**src/design/vdw_regs.svh**
```systemverilog
`ifndef VDW_REGS_SVH
`define VDW_REGS_SVH
// Register offsets on the software port
`define VDW_REG_CTRL 3'h0
`define VDW_REG_ROW 3'h1
`define VDW_REG_COL 3'h2
`define VDW_REG_DATA 3'h3
`define VDW_REG_MASK 3'h4
`define VDW_REG_STOP 3'h5
`define VDW_REG_RDATA 3'h6
// Control register fields
`define VDW_CTRL_CMD 3:0
`define VDW_CTRL_GO 4
// Status bits read back at the control offset
`define VDW_ST_BUSY 0
`define VDW_ST_OLD_MASK 1
`define VDW_ST_STOP_SET 2
`define VDW_ST_ERR 3
// Widths of the device pins
`define VDW_AW 9
`define VDW_DW 16
// Stop codes on address bits seven to four
`define VDW_STOP_1 4'hf
`define VDW_STOP_2 4'h7
`define VDW_STOP_4 4'h3
`define VDW_STOP_8 4'h1
`define VDW_STOP_16 4'h0
// Reset values
`define VDW_ADDR_RST 9'h000
`define VDW_DATA_RST 16'h0000
`endif

```
**src/design/vdw_pkg.sv**
```systemverilog
package vdw_pkg;
	// Cycle kinds that software may order
	typedef enum logic [3:0] {
		VDW_NWR, VDW_MWR, VDW_BWR, VDW_MBWR, VDW_FLASH, VDW_LDMASK, VDW_LDCOLOR,
		VDW_CBR_RESET, VDW_CBR_STOP, VDW_CBR_KEEP, VDW_ROR, VDW_HID_RESET,
		VDW_HID_KEEP, VDW_MWT
	} vdw_cmd_e;
	// Strobe sequencer states
	typedef enum logic [3:0] {
		VDW_IDLE, VDW_SETUP, VDW_RAS, VDW_COL, VDW_CAS, VDW_HUP, VDW_HDN, VDW_HOLD,
		VDW_PRE
	} vdw_state_e;
endpackage

```
**src/design/vdw_host.sv**
```systemverilog
// Strobed register access and the address map were left to the implementer.
`timescale 1ns/100ps
`include "vdw_regs.svh"
// Overview of operation
// - Masked or normal write chosen by write_mask_enable with select low at row fall.
// - Select low at row fall, high at column fall gives block write.
// - Enable low, select high at row fall gives masked flash write.
// - Both high at row fall loads mask or color by select at column.
// - Refresh with column first and select low resets all options.
// - Refresh with enable low, select high loads stop from address.
// - Refresh with enable and select high only refreshes.
// - Hidden refresh resets options on select low, keeps on high.
// - Masked write transfer takes pin mask in new-mask mode only.
module vdw_host import vdw_pkg::*; (
	input wire logic clk_sys,
	input wire logic rst,
	input wire logic [2:0] reg_addr,
	input wire logic [15:0] reg_wdata,
	input wire logic reg_wr,
	input wire logic reg_rd,
	output logic [15:0] reg_rdata,
	output logic ras_n,
	output logic cas_n,
	output logic lower_byte_write_mask_enable,
	output logic upper_byte_write_mask_enable,
	output logic special_function_select,
	output logic transfer_output_enable,
	output logic [`VDW_AW-1:0] addr,
	input wire logic [`VDW_DW-1:0] data_mask_pins_i,
	output logic [`VDW_DW-1:0] data_mask_pins_o,
	output logic data_mask_pins_oe
);
	// ****************************************
	// Software registers
	// ****************************************
	vdw_state_e state_q;
	vdw_cmd_e cmd_q;
	logic [`VDW_AW-1:0] row_q, col_q;
	logic [`VDW_DW-1:0] data_q, mask_q, rdata_q, dq_s1_q, dq_s2_q;
	logic [3:0] stop_q;
	logic old_mask_q, stop_set_q, err_q;
	logic busy;
	logic stop_ok;
	// Per-command pin plan
	logic we_ras, dsf_ras, dsf_cas, mask_cmd, is_cbr, is_ror, is_hid, is_xfer, is_flash;

	assign busy = (state_q != VDW_IDLE);

	always_comb begin
		case (stop_q)
			`VDW_STOP_1, `VDW_STOP_2, `VDW_STOP_4, `VDW_STOP_8, `VDW_STOP_16: stop_ok = 1'b1;
			default: stop_ok = 1'b0;
		endcase
	end

	// Command and operand registers; an order while busy is dropped and flagged
	always_ff @(posedge clk_sys) begin
		if (rst) begin
			cmd_q <= VDW_NWR;
			row_q <= `VDW_ADDR_RST;
			col_q <= `VDW_ADDR_RST;
			data_q <= `VDW_DATA_RST;
			mask_q <= `VDW_DATA_RST;
			stop_q <= `VDW_STOP_1;
		end else if (reg_wr && !busy) begin
			if (reg_addr == `VDW_REG_CTRL) begin
				cmd_q <= vdw_cmd_e'(reg_wdata[`VDW_CTRL_CMD]);
			end else if (reg_addr == `VDW_REG_ROW) begin
				row_q <= reg_wdata[`VDW_AW-1:0];
			end else if (reg_addr == `VDW_REG_COL) begin
				col_q <= reg_wdata[`VDW_AW-1:0];
			end else if (reg_addr == `VDW_REG_DATA) begin
				data_q <= reg_wdata;
			end else if (reg_addr == `VDW_REG_MASK) begin
				mask_q <= reg_wdata;
			end else if (reg_addr == `VDW_REG_STOP) begin
				stop_q <= reg_wdata[3:0];
			end
		end
	end

	// Read port, data one cycle after the strobe; unmapped reads give zero
	always_ff @(posedge clk_sys) begin
		if (rst) begin
			reg_rdata <= `VDW_DATA_RST;
		end else if (reg_rd) begin
			if (reg_addr == `VDW_REG_CTRL) begin
				reg_rdata <= {12'h000, err_q, stop_set_q, old_mask_q, busy};
			end else if (reg_addr == `VDW_REG_ROW) begin
				reg_rdata <= {7'h00, row_q};
			end else if (reg_addr == `VDW_REG_COL) begin
				reg_rdata <= {7'h00, col_q};
			end else if (reg_addr == `VDW_REG_DATA) begin
				reg_rdata <= data_q;
			end else if (reg_addr == `VDW_REG_MASK) begin
				reg_rdata <= mask_q;
			end else if (reg_addr == `VDW_REG_STOP) begin
				reg_rdata <= {12'h000, stop_q};
			end else if (reg_addr == `VDW_REG_RDATA) begin
				reg_rdata <= rdata_q;
			end else begin
				reg_rdata <= `VDW_DATA_RST;
			end
		end else begin
			reg_rdata <= `VDW_DATA_RST;
		end
	end

	// ****************************************
	// Pin plan for each cycle kind
	// ****************************************
	// enables low at row fall
	assign we_ras = !(cmd_q inside {VDW_MWR, VDW_MBWR, VDW_FLASH, VDW_CBR_STOP, VDW_MWT});
	assign dsf_ras = cmd_q inside {VDW_FLASH, VDW_LDMASK, VDW_LDCOLOR, VDW_CBR_STOP,
		VDW_CBR_KEEP, VDW_HID_KEEP};
	assign dsf_cas = cmd_q inside {VDW_BWR, VDW_MBWR, VDW_LDCOLOR};
	assign mask_cmd = cmd_q inside {VDW_MWR, VDW_MBWR, VDW_FLASH, VDW_MWT};
	assign is_cbr = cmd_q inside {VDW_CBR_RESET, VDW_CBR_STOP, VDW_CBR_KEEP};
	assign is_ror = (cmd_q == VDW_ROR);
	assign is_hid = cmd_q inside {VDW_HID_RESET, VDW_HID_KEEP};
	assign is_xfer = (cmd_q == VDW_MWT);
	assign is_flash = (cmd_q == VDW_FLASH);

	// ****************************************
	// Strobe sequencer
	// ****************************************
	// One clock per phase; at 100 ns a phase covers every strobe width of the part
	always_ff @(posedge clk_sys) begin
		if (rst) begin
			state_q <= VDW_IDLE;
		end else begin
			case (state_q)
				VDW_IDLE: begin
					if (reg_wr && reg_addr == `VDW_REG_CTRL && reg_wdata[`VDW_CTRL_GO]) begin
						state_q <= VDW_SETUP;
					end
				end
				VDW_SETUP: begin
					if (cmd_q == VDW_CBR_STOP && !stop_ok) begin
						state_q <= VDW_IDLE;
					end else begin
						state_q <= VDW_RAS;
					end
				end
				VDW_RAS: state_q <= (is_cbr || is_ror) ? VDW_HOLD : VDW_COL;
				VDW_COL: state_q <= VDW_CAS;
				VDW_CAS: state_q <= is_hid ? VDW_HUP : VDW_HOLD;
				VDW_HUP: state_q <= VDW_HDN;
				VDW_HDN: state_q <= VDW_HOLD;
				VDW_HOLD: state_q <= VDW_PRE;
				default: state_q <= VDW_IDLE;
			endcase
		end
	end

	// Pin drive; every pin is a flop and holds its value until a later phase sets it again
	always_ff @(posedge clk_sys) begin
		if (rst) begin
			ras_n <= 1'b1;
			cas_n <= 1'b1;
			lower_byte_write_mask_enable <= 1'b1;
			upper_byte_write_mask_enable <= 1'b1;
			special_function_select <= 1'b0;
			transfer_output_enable <= 1'b1;
			addr <= `VDW_ADDR_RST;
			data_mask_pins_o <= `VDW_DATA_RST;
			data_mask_pins_oe <= 1'b0;
		end else begin
			case (state_q)
				VDW_SETUP: begin
					// An inhibited stop code is refused with every pin left at its last value
					if (cmd_q != VDW_CBR_STOP || stop_ok) begin
						// mode pins set up a phase ahead of the row fall
						lower_byte_write_mask_enable <= we_ras;
						upper_byte_write_mask_enable <= we_ras;
						// Hidden refresh opens as a plain read; its code waits for the refresh
						special_function_select <= dsf_ras && !is_hid;
						transfer_output_enable <= !is_xfer;
						// stop code rides address bits seven to four
						addr <= (cmd_q == VDW_CBR_STOP) ? {1'b0, stop_q, 4'h0} : row_q;
						cas_n <= !is_cbr;
						// old mask: pins left undriven since the device ignores them
						// new mask: pins carry the mask at the row fall
						data_mask_pins_o <= mask_q;
						data_mask_pins_oe <= mask_cmd && !old_mask_q;
					end
				end
				VDW_RAS: ras_n <= 1'b0;
				VDW_COL: begin
					// data word doubles as the per-column nibble mask
					addr <= col_q;
					special_function_select <= dsf_cas;
					data_mask_pins_o <= data_q;
					data_mask_pins_oe <= !is_hid && !is_xfer && !is_flash;
					lower_byte_write_mask_enable <= is_hid || is_xfer;
					upper_byte_write_mask_enable <= is_hid || is_xfer;
					transfer_output_enable <= !is_hid && !is_xfer;
				end
				VDW_CAS: cas_n <= 1'b0;
				VDW_HUP: begin
					ras_n <= 1'b1;
					// option code for the refresh row fall
					special_function_select <= dsf_ras;
				end
				VDW_HDN: ras_n <= 1'b0;
				VDW_HOLD: begin
					ras_n <= 1'b1;
					cas_n <= 1'b1;
					data_mask_pins_oe <= 1'b0;
					transfer_output_enable <= 1'b1;
					lower_byte_write_mask_enable <= 1'b1;
					upper_byte_write_mask_enable <= 1'b1;
				end
				default: begin
					ras_n <= 1'b1;
					cas_n <= 1'b1;
				end
			endcase
		end
	end

	// Read data from the pins passes two flops before use
	always_ff @(posedge clk_sys) begin
		if (rst) begin
			dq_s1_q <= `VDW_DATA_RST;
			dq_s2_q <= `VDW_DATA_RST;
			rdata_q <= `VDW_DATA_RST;
		end else begin
			dq_s1_q <= data_mask_pins_i;
			dq_s2_q <= dq_s1_q;
			// Sampled late in the hidden refresh while output enable is still low
			if (state_q == VDW_HOLD && is_hid) begin
				rdata_q <= dq_s2_q;
			end
		end
	end

	// ****************************************
	// Shadow of the device option state
	// ****************************************
	always_ff @(posedge clk_sys) begin
		if (rst) begin
			old_mask_q <= 1'b0;
			stop_set_q <= 1'b0;
		end else if (state_q == VDW_PRE) begin
			// only a mask load or full reset moves the mask mode
			if (cmd_q == VDW_LDMASK) begin
				old_mask_q <= 1'b1;
			end else if (cmd_q == VDW_CBR_RESET || cmd_q == VDW_HID_RESET) begin
				// full reset drops the stop point at once
				old_mask_q <= 1'b0;
				stop_set_q <= 1'b0;
			end else if (cmd_q == VDW_CBR_STOP) begin
				stop_set_q <= 1'b1;
			end
		end
	end

	// Error flag: refused order or inhibited stop code; a new start clears it
	always_ff @(posedge clk_sys) begin
		if (rst) begin
			err_q <= 1'b0;
		end else if (reg_wr && busy) begin
			err_q <= 1'b1;
		end else if (state_q == VDW_SETUP && cmd_q == VDW_CBR_STOP && !stop_ok) begin
			err_q <= 1'b1;
		end else if (reg_wr && reg_addr == `VDW_REG_CTRL && reg_wdata[`VDW_CTRL_GO]) begin
			err_q <= 1'b0;
		end
	end
endmodule

```
**config.mk**
```make
export PLATFORM = sky130hd
export DESIGN_NAME = vdw_host
export DESIGN_NICKNAME = d
export VERILOG_FILES = /design/src/design/vdw_pkg.sv /design/src/design/vdw_host.sv
export VERILOG_INCLUDE_DIRS = /design/src /design/src/design
export SDC_FILE = /design/constraint.sdc
export NUM_CORES = 1
export LEC_CHECK = 0
export ABC_AREA = 1
export BUFFER_PORTS_ARGS = -buffer_cell sky130_fd_sc_hd__buf_2
export CAP_MARGIN = 30
export CORE_MARGIN = 2
export CORE_UTILIZATION = 45
export CTS_BUF_LIST = sky130_fd_sc_hd__clkbuf_2 sky130_fd_sc_hd__clkbuf_4 sky130_fd_sc_hd__clkbuf_8
export CTS_CLUSTER_SIZE = 24
export DETAILED_ROUTE_END_ITERATION = 16
export GPL_TIMING_DRIVEN = 0
export MAX_ROUTING_LAYER = met4
export SLEW_MARGIN = 20
export SYNTH_ARGS = -nofsm -noshare
export SYNTH_HDL_FRONTEND = slang
export SYNTH_SLANG_ARGS = --single-unit
```
**constraint.sdc**
```tcl
create_clock -name clk_sys -period 2.5 [get_ports clk_sys]
set_input_delay 0.125 -clock clk_sys [delete_from_list [all_inputs] [get_ports clk_sys]]
set_output_delay 0.125 -clock clk_sys [all_outputs]
set_load 0.03 [all_outputs]
```
Word-level counts from Yosys, hierarchy flattened
Index checks and enable logic that the tools add are counted.
- flip-flop bits (word level): 160
- bits of input ports: 39
- output and inout bits: 48
- word-level logic and storage cells: 161
- equality and inequality tests: 34
- mux-type cells: 36
- bitwise operators: 8
- reductions and logical operators: 59
- operator list (operator ; count):
    two-way mux 16 bit ; 5
    == test 4 x 3 -> 1 bit (second input constant) ; 9
    two-way mux 9 bit ; 4
    == test 4 bit (second input constant) ; 8
    case mux 16 bit (2 select lines) ; 1
    case mux 4 bit (8 select lines) ; 1
    == test 4 x 2 -> 1 bit (second input constant) ; 5
    case mux 9 bit (2 select lines) ; 1
    case mux 1 bit (3 select lines) ; 5
    nonzero test 3 bit ; 5
    two-way mux 1 bit ; 13
    == test 4 x 1 -> 1 bit (second input constant) ; 3
    logical AND 1 bit ; 12
    AND reduction 2 bit ; 6
    OR reduction 5 bit ; 2
    == test 3 bit (second input constant) ; 3
    zero test 1 bit ; 8
    zero test 4 bit ; 2
    two-way mux 4 bit ; 2
    NOT 1 bit ; 8
    nonzero test 2 bit ; 4
    nonzero test 4 bit ; 2
    AND reduction 7 bit ; 1
    == test 3 x 2 -> 1 bit (second input constant) ; 2
    17 further kinds ; 25

Longest topological paths before layout
- depth in word-level cells: 8
- mapped depth: 11
- mapped depth without buffers: 10

Worst setup path before layout
No wires, ideal clock.
- kind: register -> register
- start: reg cmd_q[0]
- end: reg data_mask_pins_o[10]
- setup time: 0.114 ns
- arrival: 1.308 ns
- required time: 2.386 ns
- path slack: 1.079 ns
- stages on the path, launching flop included: 10
- buffers on the path: 1
- period minus slack after synthesis: 1.421 ns
- cell sequence: dfxtp_1 -> nor2_2 -> nand2_4 -> clkinv_2 -> nand2_4 -> nand2_8 -> nand2_4 -> buf_4 -> o21ai_1 -> nor2_1
- word-level cells in the longest chain between the ends: 4
- RTL lines (element ; line ; source):
    from (decl) ; vdw_host.sv:37 ; vdw_cmd_e cmd_q;
    from (signal assigned) ; vdw_host.sv:67 ; cmd_q <= vdw_cmd_e'(reg_wdata[`VDW_CTRL_CMD]);
    inequality test 4 bit ; vdw_host.sv:172 ; if (cmd_q != VDW_CBR_STOP || stop_ok) begin
    logical OR 1 bit ; vdw_host.sv:172 ;
    inequality test 2 bit (no source line) ; n/a ;
    AND reduction 2 bit (no source line) ; n/a ;
    to (signal assigned) ; vdw_host.sv:166 ; data_mask_pins_o <= `VDW_DATA_RST;
    to (signal assigned) ; vdw_host.sv:184 ; data_mask_pins_o <= mask_q;
    to (signal assigned) ; vdw_host.sv:193 ; data_mask_pins_o <= data_q;
    to (decl) ; vdw_host.sv:30 ; output logic [`VDW_DW-1:0] data_mask_pins_o,
Every way passes these cells.
A chain may end at the register's enable or synchronous reset.

Worst setup path in the final report
- start: reg state_q[0]
- end: reg data_mask_pins_o[13]
- word-level cells in the longest chain between the ends: 3
- elaborated cells on any way between the ends: 6
- classes of those cells: 3 x eq/ne; 1 x mux; 2 x reduce/logical
- RTL lines (element ; line ; source):
    from (decl) ; vdw_host.sv:36 ; vdw_state_e state_q;
    from (signal assigned) ; vdw_host.sv:145 ; VDW_RAS: state_q <= (is_cbr || is_ror) ? VDW_HOLD : VDW_COL;
    from (signal assigned) ; vdw_host.sv:147 ; VDW_CAS: state_q <= is_hid ? VDW_HUP : VDW_HOLD;
    == test 4 x 1 -> 1 bit or == test 4 x 2 -> 1 bit (tied branches) ; vdw_host.sv:169 ; case (state_q)
    inequality test 2 bit (no source line) or nonzero test 2 bit (tied branches) ; n/a ;
    AND reduction 2 bit (no source line) ; n/a ;
Parallel ways exist; a longest one is shown, timed or not.

==> results.yml <==
timing:
  whs_ps: 18.0
  setup_ws_ps: 543
  rsz0062_at_grt: "false"
  clock.fmax_mhz: 511
  fin_skew_ps: 11.3
  max_slew_margin_pct: 54.1
  post-route-min-period_ps: 1960
  hold_viol: 0
  finalMaxSlewViolations: 0
  finalCritPeriodShare_pct: 78.3
  finalSetupViolCount: 0
  final.setup.tns_ps: 0
  tightest_slew_ps: 689
power:
  swShare_pct: 35.7
  p_seq_share_pct: 44.3
  net-switching-power_mw: 2.41
  fin_total_pwr_mw: 6.76
  leakagePower_nw: 3.60
  ir_worst_vdd_v: 0.000377
  p_int_mw: 4.35
  combPwrFrac_pct: 26.0
  power_density_nw_per_um2: 857
  pwr-share-clk_pct: 29.6
run_status:
  status: "complete, no violations"
clock_network:
  htreeDepth: 4
  insertion_delay_ps: 470
  cts-root-buf: "clkbuf_8"
  cts.clk_slew.worst_paths_ps: 90
  cts_tree: "done"
  cts_buffers: 17
  cts_buffer_depth: 2
  clock-sinks: 160
  post_cts_buffers: 0
detailed_routing:
  dr_total_vias: 6037
  post_drt_via_cell_ratio: 4.90
  wirelength_um: 18200
  ant_nets: 0
  post_drt_wl_per_cell_um: 14.7
  drtIter0Drc: 513
  firstDrtPassIters: 5
  drc: 0
logic_synthesis:
  syn_nets: 944
  seq_area_frac_synth_pct: 48.9
  synth_area_leaders: "dfxtp_1, nor2_1, o21ai_0, inv_1, nand2_1"
  yosysMostFrequentCell: "dfxtp_1"
  synth_largest_area_cell: "dfxtp_1"
  synth_cell_type_count: 31
  synthXorXnorAreaFrac_pct: 0
  synth_mux_area_share_pct: 0
  syn_inst: 905
  postSynthAreaPerCell_sq_um: 7.23
  synth.cell_area_sq_um: 6550
  ys_ff_latch: 160
  synthAdderAreaFrac_pct: 0
  synthSimpleGateAreaFrac_pct: 22.2
  async_reset_ff_share_pct: 0
  synth_top_area_share_pct: 48.9
  synth_edf_count: 0
  synth_compound_area_share_pct: 18.1
  synth_top_cells_by_count: "dfxtp_1, nor2_1, inv_1"
  synth_top_family_by_area: "simple AND/OR/NAND/NOR gates"
  ys.flop_type: "dfxtp_1"
  synth-warning-count: 0
placement:
  gp_congestion: 0.868
  dp_hpwl_um: 13100
  io_buffer_count: 83
  pre_cts_slack_ps: 623
  placed_cell_area_sq_um: 7190
  dp_cells: 1172
grt:
  grt_pass1_vias: 5527
  grt-ovfl-total: 0
  grt_start_max_net_pins: 17
  grtUsageTotal_pct: 24.3
  grt_first_pass_wirelength_um: 28700
  grt_antenna_before_repair: 0
cells_and_area:
  fillers: 1454
  syn_to_final_growth_pct: 20.5
  drive_above_1_share_pct: 14.5
  post-route-cell-area_sq_um: 7890
  final_util_pct: 54.9
  layoutNonFillerInstCount: 1232
  finalNetCount: 1074
  antennaDiodeCount: 0
critical_path:
  cp-end-kind: "register"
  cp_data_required_time_ps: 2870
  r2r-end: "data_mask_pins_o[13]$_SDFFE_PP0P_"
  reg2reg_setup_slack_ps: 540
  rr_worst_depth: 7
  arrival_ps: 2320
  crit_fanout: 10
  critPathKind: "register to register"
  worstSetupStartpointType: "register"
  r2r-start: "state_q[0]$_SDFFE_PP0P_"
floorplanning:
  die_height_um: 125
  core_sq_um: 14400
  num_io_pins: 87
  initial_core_util_pct: 45.6
  die_x_um: 125
  row_count: 44
  dieArea_sq_um: 15500
hold_path:
  min_path_cells: 3
  hold_end: "stop_q[2]$_SDFFE_PP1P_"
  hp-class: "input port to register"
  hp-start: "reg_wdata[2]"
job:
  drv_cap: 0
metal layers:
| metal | share of wire [%] | vias up | track usage (%) |
|---|---|---|---|
| met3 | 6.3 | 28 | 5.03 |
| met5 | 0 | - | - |
| met4 | 2.1 | 0 | 7.73 |
| li1 | - | 3153 | - |
| met2 | 44 | 182 | 36.6 |
| met1 | 48 | 2674 | 33.0 |
final cells by class:
| class | instances | area, sq um | area share, % |
|---|---|---|---|
| Sequential cell | 160 | 3200 | 40.6 |
| Multi-Input combinational cell | 570 | 2640 | 33.4 |
| Timing Repair Buffer | 111 | 696 | 8.82 |
| Inverter | 133 | 505 | 6.41 |
| Clock buffer | 18 | 248 | 3.14 |
| Tap cell | 184 | 230 | 2.92 |
| Buffer | 42 | 200 | 2.54 |
| Clock inverter | 14 | 169 | 2.14 |
worst max-delay path, cell delays in order (launching register included):
cell and delay [ps]:
dfxtp_1 370, nand2_1 120, inv_2 50, nand2_2 240, clkbuf_1 570, o21ai_0 290, nor2_1 150, nor2_1 50
cell families (layout without fill, tap and decap cells):
kind of cell	count (synthesis)	in the layout
and+or+nand+nor	338	338
AOI/OAI and AO/OA	232	232
buffers and inverters	175	318
DFF	160	160
sequential cells by signal, summed over array words and instances (netlist names), 16 cells and up:
register / count
mask_q: 16
data_q: 16
rdata_q: 16
dq_s2_q: 16
data_mask_pins_o: 16
reg_rdata: 16
dq_s1_q: 16
power by group through the flow:
stage               combinational (mW)  sequential, mW  clock, mW
finish                            1.76            3.00       2.00
global route                      1.95            3.03       2.15
CTS                               1.77            3.00       2.04
detailed placement                1.73            3.05          0
global placement                  1.72            3.05          0
floorplan                        0.891            3.40          0
repair_timing:
action                                 in CTS  in global routing
endpoints found under the hold margin      36                  0
hold buffers                               28                  0
gates resized for setup                     0                  0
how the worst max path moves through the flow:
| stage | slack, ps | endpoint | start | cells after the start |
|---|---|---|---|---|
| 2_1_floorplan | 1080 | data_mask_pins_o[10]$_SDFFE_PP0P_ | cmd_q[0]$_SDFFE_PP0P_ | 9 |
| 3_3_place_gp | 620 | data_mask_pins_o[12]$_SDFFE_PP0P_ | state_q[3]$_SDFFE_PP0P_ | 6 |
| 3_5_place_dp | 620 | data_mask_pins_o[12]$_SDFFE_PP0P_ | state_q[0]$_SDFFE_PP0P_ | 7 |
| 4_1_cts | 610 | data_mask_pins_o[12]$_SDFFE_PP0P_ | state_q[0]$_SDFFE_PP0P_ | 7 |
| 5_1_grt | 450 | data_mask_pins_o[11]$_SDFFE_PP0P_ | state_q[3]$_SDFFE_PP0P_ | 6 |
| 6_report | 540 | data_mask_pins_o[13]$_SDFFE_PP0P_ | state_q[0]$_SDFFE_PP0P_ | 7 |
cells in the final DEF, fill, tap and decap left out, drive strengths merged:
| cell | count |
|---|---|
| a211oi | 1 |
| a21oi | 83 |
| a31oi | 1 |
| buf | 103 |
| bufinv | 2 |
| clkbuf | 40 |
| clkinv | 4 |
| clkinvlp | 3 |
| dfxtp | 160 |
| dlygate4sd3 | 28 |
| inv | 138 |
| nand2 | 125 |
| nand3 | 32 |
| nand4 | 15 |
| nor2 | 159 |
| nor3 | 7 |
| o21a | 1 |
| o21ai | 137 |
| o21bai | 2 |
| o22ai | 7 |
Note: power is estimated with default switching activity, not from simulation.
